### src/design/ormp_pkg.sv
// constants, encodings and state types for the or/move/load-pointer executor
package ormp_pkg;
  localparam int          DATA_W        = 8;
  localparam int          ADDR_W        = 12;
  localparam int          BANK_W        = 4;
  localparam int          NUM_PTRS      = 3;
  localparam int          PSEL_W        = 2;
  // opcode field positions and patterns
  localparam int          OPC6_MSB      = 15;
  localparam int          OPC6_LSB      = 10;
  localparam logic [5:0]  OPC_OR_FILE   = 6'h04;
  localparam logic [5:0]  OPC_MOVE_FILE = 6'h14;
  localparam int          OPC8_MSB      = 15;
  localparam int          OPC8_LSB      = 8;
  localparam logic [7:0]  OPC_LOAD_PTR  = 8'hEE;
  localparam logic [7:0]  OPC_LIT_WORD2 = 8'hF0;
  localparam int          LDP_ZERO_MSB  = 7;
  localparam int          LDP_ZERO_LSB  = 6;
  localparam int          PSEL_LSB      = 4;
  localparam int          LIT_HI_MSB    = 3;
  localparam int          DEST_BIT      = 9;
  localparam int          ACCESS_BIT    = 8;
  localparam int          FILE_MSB      = 7;
  localparam logic        DEST_WORK     = 1'b0;
  localparam logic        ACCESS_FIXED  = 1'b0;
  // addressing constants
  localparam logic [7:0]  INDEX_LIMIT   = 8'h5F;
  localparam logic [7:0]  ACCESS_SPLIT  = 8'h60;
  localparam logic [3:0]  ACCESS_LO_BNK = 4'h0;
  localparam logic [3:0]  ACCESS_HI_BNK = 4'hF;
  localparam logic [1:0]  INDEX_PTR     = 2'h2;
  // reset values
  localparam logic [7:0]  WORK_RST      = 8'h00;
  localparam logic [11:0] PTR_RST       = 12'h000;
  localparam logic [11:0] ADDR_RST      = 12'h000;

  typedef enum logic [3:0] {
    PH_Q1 = 4'h1,
    PH_Q2 = 4'h2,
    PH_Q3 = 4'h4,
    PH_Q4 = 4'h8
  } ormp_phase_e;

  typedef enum logic [1:0] {
    SQ_FIRST  = 2'h1,
    SQ_SECOND = 2'h2
  } ormp_seq_e;

  typedef enum logic [3:0] {
    OP_NONE = 4'h1,
    OP_OR   = 4'h2,
    OP_MOVE = 4'h4,
    OP_LDP  = 4'h8
  } ormp_op_e;
endpackage : ormp_pkg

### src/design/ormp_ptr_if.sv
// write port and read-back of the indirect pointer bank
`timescale 1ns/1ns
`default_nettype none
interface ormp_ptr_if;
  logic                 wr_hi;
  logic                 wr_lo;
  logic [1:0]           wr_sel;
  logic [7:0]           wr_data;
  logic [2:0][11:0]     ptr;

  modport bank (input wr_hi, input wr_lo, input wr_sel, input wr_data, output ptr);
  modport user (output wr_hi, output wr_lo, output wr_sel, output wr_data, input ptr);
endinterface : ormp_ptr_if
`default_nettype wire

### src/design/ormp_ptr_bank.sv
// three 12-bit indirect pointer registers with byte-wise write
`timescale 1ns/1ns
`default_nettype none
module ormp_ptr_bank (
  input  wire logic   i_sys_clk,
  input  wire logic   i_rst,
  ormp_ptr_if.bank    pif
);
  import ormp_pkg::*;

  genvar g;
  generate
    for (g = 0; g < NUM_PTRS; g++) begin : g_ptr
      logic [ADDR_W-1:0] ptr_reg;
      always_ff @(posedge i_sys_clk) begin
        if (i_rst) begin
          ptr_reg <= PTR_RST;
        end else if (pif.wr_hi && (pif.wr_sel == PSEL_W'(g))) begin
          // high byte holds only the upper literal nibble
          ptr_reg[ADDR_W-1:DATA_W] <= pif.wr_data[LIT_HI_MSB:0];
        end else if (pif.wr_lo && (pif.wr_sel == PSEL_W'(g))) begin
          ptr_reg[DATA_W-1:0] <= pif.wr_data;
        end
      end
      assign pif.ptr[g] = ptr_reg;
    end
  endgenerate
endmodule : ormp_ptr_bank
`default_nettype wire

### src/design/ormp_exec.sv
// four-phase executor for or-with-file, move-file and load-pointer-literal
//
// Behaviour
// - or opcode: working OR file to destination
// - destination bit 0 working, 1 file
// - access bit 0 uses fixed access bank
// - access bit 1 uses bank select plus file
// - extended mode, low offsets index from pointer
// - move opcode copies file to destination
// - move file field reaches full bank
// - load pointer: 12-bit literal, selected pointer
`timescale 1ns/1ns
`default_nettype none
module ormp_exec (
  input  wire logic                          i_sys_clk,
  input  wire logic                          i_rst,
  input  wire logic                          i_instr_valid,
  input  wire logic [15:0]                   i_instr,
  input  wire logic                          i_ext_mode,
  input  wire logic [ormp_pkg::BANK_W-1:0]   i_bank_select_reg,
  input  wire logic [ormp_pkg::DATA_W-1:0]   i_mem_rdata,
  output logic                               o_instr_ready,
  output logic [ormp_pkg::ADDR_W-1:0]        o_mem_addr,
  output logic                               o_mem_rd,
  output logic                               o_mem_wr,
  output logic [ormp_pkg::DATA_W-1:0]        o_mem_wdata,
  output logic [ormp_pkg::DATA_W-1:0]        o_work_reg,
  output logic                               o_flag_n,
  output logic                               o_flag_z,
  output logic [ormp_pkg::ADDR_W-1:0]        o_ptr0,
  output logic [ormp_pkg::ADDR_W-1:0]        o_ptr1,
  output logic [ormp_pkg::ADDR_W-1:0]        o_ptr2
);
  import ormp_pkg::*;

  function automatic ormp_op_e op_of(input logic [15:0] w);
    ormp_op_e op;
    op = OP_NONE;
    if (w[OPC6_MSB:OPC6_LSB] == OPC_OR_FILE) begin
      op = OP_OR;
    end else if (w[OPC6_MSB:OPC6_LSB] == OPC_MOVE_FILE) begin
      op = OP_MOVE;
    end else if ((w[OPC8_MSB:OPC8_LSB] == OPC_LOAD_PTR) && (w[LDP_ZERO_MSB:LDP_ZERO_LSB] == 2'h0)) begin
      op = OP_LDP;
    end
    return op;
  endfunction : op_of

  function automatic logic [ADDR_W-1:0] data_addr(input logic [15:0] w, input logic ext,
                                                  input logic [BANK_W-1:0] bsel,
                                                  input logic [ADDR_W-1:0] base);
    logic [7:0]        f;
    logic [ADDR_W-1:0] a;
    f = w[FILE_MSB:0];
    a = {bsel, f};
    if (w[ACCESS_BIT] == ACCESS_FIXED) begin
      if (ext && (f <= INDEX_LIMIT)) begin
        a = ADDR_W'(base + {4'h0, f});
      end else if (f < ACCESS_SPLIT) begin
        a = {ACCESS_LO_BNK, f};
      end else begin
        a = {ACCESS_HI_BNK, f};
      end
    end else begin
      // bank select with full file field
      a = {bsel, f};
    end
    return a;
  endfunction : data_addr

  ormp_ptr_if pif ();

  ormp_phase_e        phase_reg;
  ormp_seq_e          seq_reg;
  ormp_op_e           op_reg;
  logic               dest_reg;
  logic [PSEL_W-1:0]  psel_reg;
  logic [3:0]         lit_hi_reg;
  logic [DATA_W-1:0]  lit_lo_reg;
  logic [DATA_W-1:0]  result_reg;
  logic [ADDR_W-1:0]  mem_addr_reg;
  logic               mem_rd_reg;
  logic               mem_wr_reg;
  logic [DATA_W-1:0]  work_reg;
  logic               flag_n_reg;
  logic               flag_z_reg;
  logic               take;
  logic               take_second;
  logic               file_op;
  logic [DATA_W-1:0]  result_next;

  assign o_instr_ready = (phase_reg == PH_Q1);
  assign take          = o_instr_ready && i_instr_valid && (seq_reg == SQ_FIRST);
  // second word is taken as the literal whatever its prefix
  assign take_second   = o_instr_ready && i_instr_valid && (seq_reg == SQ_SECOND);
  assign file_op       = (op_reg == OP_OR) || (op_reg == OP_MOVE);

  // four phases per instruction cycle
  always_ff @(posedge i_sys_clk) begin
    if (i_rst) begin
      phase_reg <= PH_Q1;
    end else begin
      unique case (phase_reg)
        PH_Q1: phase_reg <= PH_Q2;
        PH_Q2: phase_reg <= PH_Q3;
        PH_Q3: phase_reg <= PH_Q4;
        PH_Q4: phase_reg <= PH_Q1;
      endcase
    end
  end

  always_ff @(posedge i_sys_clk) begin
    if (i_rst) begin
      seq_reg <= SQ_FIRST;
    end else if (take && (op_of(i_instr) == OP_LDP)) begin
      seq_reg <= SQ_SECOND;
    end else if (take_second) begin
      seq_reg <= SQ_FIRST;
    end
  end

  // instruction capture in Q1, retired after Q4
  always_ff @(posedge i_sys_clk) begin
    if (i_rst) begin
      op_reg     <= OP_NONE;
      dest_reg   <= DEST_WORK;
      psel_reg   <= 2'h0;
      lit_hi_reg <= 4'h0;
      lit_lo_reg <= 8'h00;
    end else if (take) begin
      op_reg     <= op_of(i_instr);
      dest_reg   <= i_instr[DEST_BIT];
      psel_reg   <= i_instr[PSEL_LSB+PSEL_W-1:PSEL_LSB];
      lit_hi_reg <= i_instr[LIT_HI_MSB:0];
    end else if (take_second) begin
      op_reg     <= OP_LDP;
      lit_lo_reg <= i_instr[DATA_W-1:0];
    end else if (phase_reg == PH_Q4) begin
      op_reg     <= OP_NONE;
    end
  end

  // address formed at decode, read strobe during Q2
  always_ff @(posedge i_sys_clk) begin
    if (i_rst) begin
      mem_addr_reg <= ADDR_RST;
      mem_rd_reg   <= 1'b0;
    end else if (take) begin
      mem_addr_reg <= data_addr(i_instr, i_ext_mode, i_bank_select_reg, pif.ptr[INDEX_PTR]);
      mem_rd_reg   <= (op_of(i_instr) == OP_OR) || (op_of(i_instr) == OP_MOVE);
    end else begin
      mem_rd_reg   <= 1'b0;
    end
  end

  always_comb begin
    result_next = i_mem_rdata;
    if (op_reg == OP_OR) begin
      result_next = work_reg | i_mem_rdata;
    end else if (op_reg == OP_MOVE) begin
      result_next = i_mem_rdata;
    end
  end

  // read data arrive in Q3; file write strobe during Q4
  always_ff @(posedge i_sys_clk) begin
    if (i_rst) begin
      result_reg <= 8'h00;
      mem_wr_reg <= 1'b0;
    end else if ((phase_reg == PH_Q3) && file_op) begin
      result_reg <= result_next;
      mem_wr_reg <= (dest_reg != DEST_WORK);
    end else begin
      mem_wr_reg <= 1'b0;
    end
  end

  always_ff @(posedge i_sys_clk) begin
    if (i_rst) begin
      work_reg <= WORK_RST;
    end else if ((phase_reg == PH_Q4) && file_op && (dest_reg == DEST_WORK)) begin
      work_reg <= result_reg;
    end
  end

  // flags from result, untouched by load
  always_ff @(posedge i_sys_clk) begin
    if (i_rst) begin
      flag_n_reg <= 1'b0;
      flag_z_reg <= 1'b0;
    end else if ((phase_reg == PH_Q4) && file_op) begin
      flag_n_reg <= result_reg[DATA_W-1];
      flag_z_reg <= (result_reg == 8'h00);
    end
  end

  // high nibble first word, low byte second
  assign pif.wr_hi   = (phase_reg == PH_Q4) && (op_reg == OP_LDP) && (seq_reg == SQ_SECOND);
  assign pif.wr_lo   = (phase_reg == PH_Q4) && (op_reg == OP_LDP) && (seq_reg == SQ_FIRST);
  assign pif.wr_sel  = psel_reg;
  assign pif.wr_data = pif.wr_hi ? {4'h0, lit_hi_reg} : lit_lo_reg;

  ormp_ptr_bank u_ptr_bank (
    .i_sys_clk (i_sys_clk),
    .i_rst     (i_rst),
    .pif       (pif)
  );

  assign o_mem_addr  = mem_addr_reg;
  assign o_mem_rd    = mem_rd_reg;
  assign o_mem_wr    = mem_wr_reg;
  assign o_mem_wdata = result_reg;
  assign o_work_reg  = work_reg;
  assign o_flag_n    = flag_n_reg;
  assign o_flag_z    = flag_z_reg;
  assign o_ptr0      = pif.ptr[0];
  assign o_ptr1      = pif.ptr[1];
  assign o_ptr2      = pif.ptr[2];
endmodule : ormp_exec
`default_nettype wire

### config.mk
export PLATFORM = sky130hd
export DESIGN_NAME = ormp_exec
export DESIGN_NICKNAME = d
export VERILOG_FILES = /design/src/design/ormp_pkg.sv /design/src/design/ormp_ptr_if.sv /design/src/design/ormp_ptr_bank.sv /design/src/design/ormp_exec.sv
export SDC_FILE = /design/constraint.sdc
export NUM_CORES = 1
export LEC_CHECK = 0
export ABC_AREA = 1
export BUFFER_PORTS_ARGS = -buffer_cell sky130_fd_sc_hd__buf_2
export CORE_MARGIN = 3
export CORE_UTILIZATION = 35
export CTS_BUF_LIST = sky130_fd_sc_hd__clkbuf_4 sky130_fd_sc_hd__clkbuf_8
export DETAILED_ROUTE_END_ITERATION = 10
export PLACE_DENSITY_LB_ADDON = 0.08
export REMOVE_ABC_BUFFERS = 1
export SKIP_CTS_REPAIR_TIMING = 1
export SYNTH_ARGS = -nofsm -noshare
export SYNTH_HDL_FRONTEND = slang
export SYNTH_HIERARCHICAL = 1
export SYNTH_SLANG_ARGS = --single-unit
### constraint.sdc
create_clock -name i_sys_clk -period 2.4 [get_ports i_sys_clk]
set_clock_uncertainty 0.2 [all_clocks]
set_input_delay 0.24 -clock i_sys_clk [delete_from_list [all_inputs] [get_ports i_sys_clk]]
set_output_delay 0.24 -clock i_sys_clk [all_outputs]
set_load 0.005 [all_outputs]
==> reports/qor.yml <==
sta:
  max_freq_ghz: 0.450
  hold_viol: 0
  layout_setup_ws_ps: 176
  tightest_slew_ps: 838
  fin_crit_sh: 0.927
  final_max_slew_viol_count: 0
  tns_ps: 0
  rsz0062_at_grt: "no"
  min_period_ps: 2220
  relSlewSlack: 0.439
  setup_violations: 0
floorplanning:
  die_area_mm2: 0.0145
  initial_utilization: 0.361
  die_h_um: 121
  fp.dieW_um: 121
  core_area_mm2: 0.0127
  boundaryPins: 101
  rows: 41
grt:
  grt_overflow: 0
  grtUsageTotal: 0.180
  grt_pass1_wl_mm: 20.8
  grt_max_degree: 29
  antenna_found_initial: 0
  grt_pass1_vias: 4168
yosys:
  async_flop_share: 0
  synth-edff-count: 0
  synth_largest_area_cell: "dfxtp_1"
  ys.flop_type: "dfxtp_1"
  yosysTopAreaCellShare: 0.406
  synth_area_mm2: 0.00459
  post-synth-top-count-cell: "nand2_1"
  yosys_warnings: 6
  syn_area_per_cell_um2: 7.12
  yosysSeqAreaShare: 0.406
  synth.distinct_cells: 39
  synth-seq-cells: 93
  yosys-top-cells-area: "dfxtp_1 41%, nand2_1 9.7%, nor2_1 7.9%, nand3_1 6.8%, inv_1 6.1%"
  syn_inst: 645
  synth_top_cells_by_count: "119 x nand2_1, 97 x nor2_1, 93 x dfxtp_1"
clock_network:
  clock-sinks: 93
  htreeDepth: 3
  clkTransAtPathRegs_ps: 90
  cts_tree: "done"
  clk_latency_ps: 370
  cts_buffer_depth: 2
  cts_buffers: 9
  cts_root_buf: "clkbuf_8"
cells_and_area:
  regArea_mm2: 0.00186
  syn_to_final_growth_pct: 22.6
  fillers: 1392
  final_layout_size_suffix_gt1_frac: 0.223
  fin_area_mm2: 0.00563
  diodes: 0
  largest_reg_flops: 36
  fin_nets: 801
  multi_input_comb_area_mm2: 0.00227
placement:
  io_buffers: 100
  hpwl_mm: 9.64
  dp_slack_ps: 230
  place_area_mm2: 0.00527
  globalplace.congestion: 0.807
setup_path:
  critPathLaunchType: "primary input"
  rrSetupSlack_ps: 240
  worstSetupStartpoint: "i_instr[0]"
  slowest_stage: "dlygate4sd3_1"
  critical-path-top-delay-family: "buffers and inverters"
  crit_path_cell_trace: "dlygate4sd3_1, buf_2, ha_1, inv_1, fa_1, o21bai_2, nand2_1, nand2_1, nand2_1, nand3_1, nand2_1, nand2_1, a21oi_1"
  arrival_ps: 2280
  critPathCaptureType: "flop"
  crit_top_cell: "nand2_1"
  reg2reg_depth: 11
  timing.rr.end: "u_ptr_bank/g_ptr[0].ptr_reg[9]$_SDFFE_PP0P_"
  crit_type: "primary input to flop"
  cp_num_buf_inv: 3
  required_ps: 2460
  cp_max_fo: 3
  r2r_start: "op_reg[0]$_SDFFE_PP1P_"
  slowest_delay_ps: 510
flow_run:
  maxCapViolations: 0
route:
  drtPass1Iterations: 4
  avgRoutedWirePerCell_um: 13.7
  vias: 4461
  drt_iter0_markers: 321
  drc: 0
  wl_mm: 12.8
  antenna_left: 0
  routed_via_density: 4.77
min_path:
  min-delay-start: "i_instr[9]"
  holdCritPathClass: "primary input to flop"
  min_path_cells: 3
  holdPathEnd: "dest_reg$_SDFFE_PP0P_"
pwr:
  ir_drop_mv: 0.362
  power_density_mw_per_mm2: 532
  total_power_uw: 2990
  p_leak_uw: 0.00262
run_status:
  status: "finished, final reports clean"
==> report_power, final <==
group / internal [µW] / switching, µW
Combinational: 95.4 / 154
Sequential: 1570 / 15.9
Clock: 620 / 543
Total: 2280 / 713
==> placed cells by master (no fill, tap or decap), types with 12 or more instances in the layout <==
cell type | netlist | final
nand2_1 | 119 | 119
nor2_1 | 97 | 97
o21ai_0 | 38 | 38
dfxtp_1 | 93 | 93
dlygate4sd3_1 | 0 | 14
a21oi_1 | 51 | 51
buf_2 | 8 | 100
nand3_1 | 62 | 62
inv_1 | 74 | 74
buf_4 | 3 | 12
nor3_1 | 17 | 17
==> worst max-delay path by stage <==
stage / endpoint / slack [ps] / cells past startpoint
final: o_mem_addr[8]$_SDFFE_PP0P_ / 180 / 13
after global routing: u_ptr_bank/g_ptr[0].ptr_reg[8]$_SDFFE_PP0P_ / 10 / 11
after CTS: o_mem_addr[8]$_SDFFE_PP0P_ / 220 / 11
after detailed placement: o_mem_addr[8]$_SDFFE_PP0P_ / 230 / 11
after global placement: o_mem_addr[8]$_SDFFE_PP0P_ / 260 / 11
after floorplan: u_ptr_bank/g_ptr[0].ptr_reg[10]$_SDFFE_PP0P_ / 110 / 12
==> metal layers <==
metal | wire length, µm | global-route usage | vias up
li1 | - | - | 2308
met1 | 5980 | 0.234 | 2052
met2 | 6140 | 0.299 | 93
met3 | 608 | 0.0510 | 8
met4 | 98 | 0.0361 | 0
met5 | 0 | 0 | -
==> layout make-up <==
type,count,area share
Multi-Input combinational cell,447,0.404
Sequential cell,93,0.331
Timing Repair Buffer,127,0.133
Inverter,82,0.0547
Tap cell,172,0.0382
Clock buffer,11,0.0258
Clock inverter,4,0.0129
==> tightest hold or removal path, cell delays in order <==
cell,delay [ps]
buf_2,110
o21ai_0,80
a21oi_1,110
==> kinds of logic (layout without fill, tap and decap cells) <==
family	Yosys count	after routing	share of synthesized area
AO/OA/AOI/OAI	108	108	0.137
XOR/XNOR	1	1	0.00191
AND/OR/NAND/NOR	329	329	0.330
buffers and inverters	105	224	0.0998
adder cells (fa/ha/maj)	9	9	0.0262
flip-flops	93	93	0.406
==> stage by stage <==
step,std cells,utilization,hold WS [ps]
after floorplan,622,-,109
after global placement,907,0.414,247
after detailed placement,907,0.414,240
after CTS,922,0.431,-103
after global routing,936,0.442,18.9
final,936,0.442,8.35
Power figures use the tool's default switching activity.
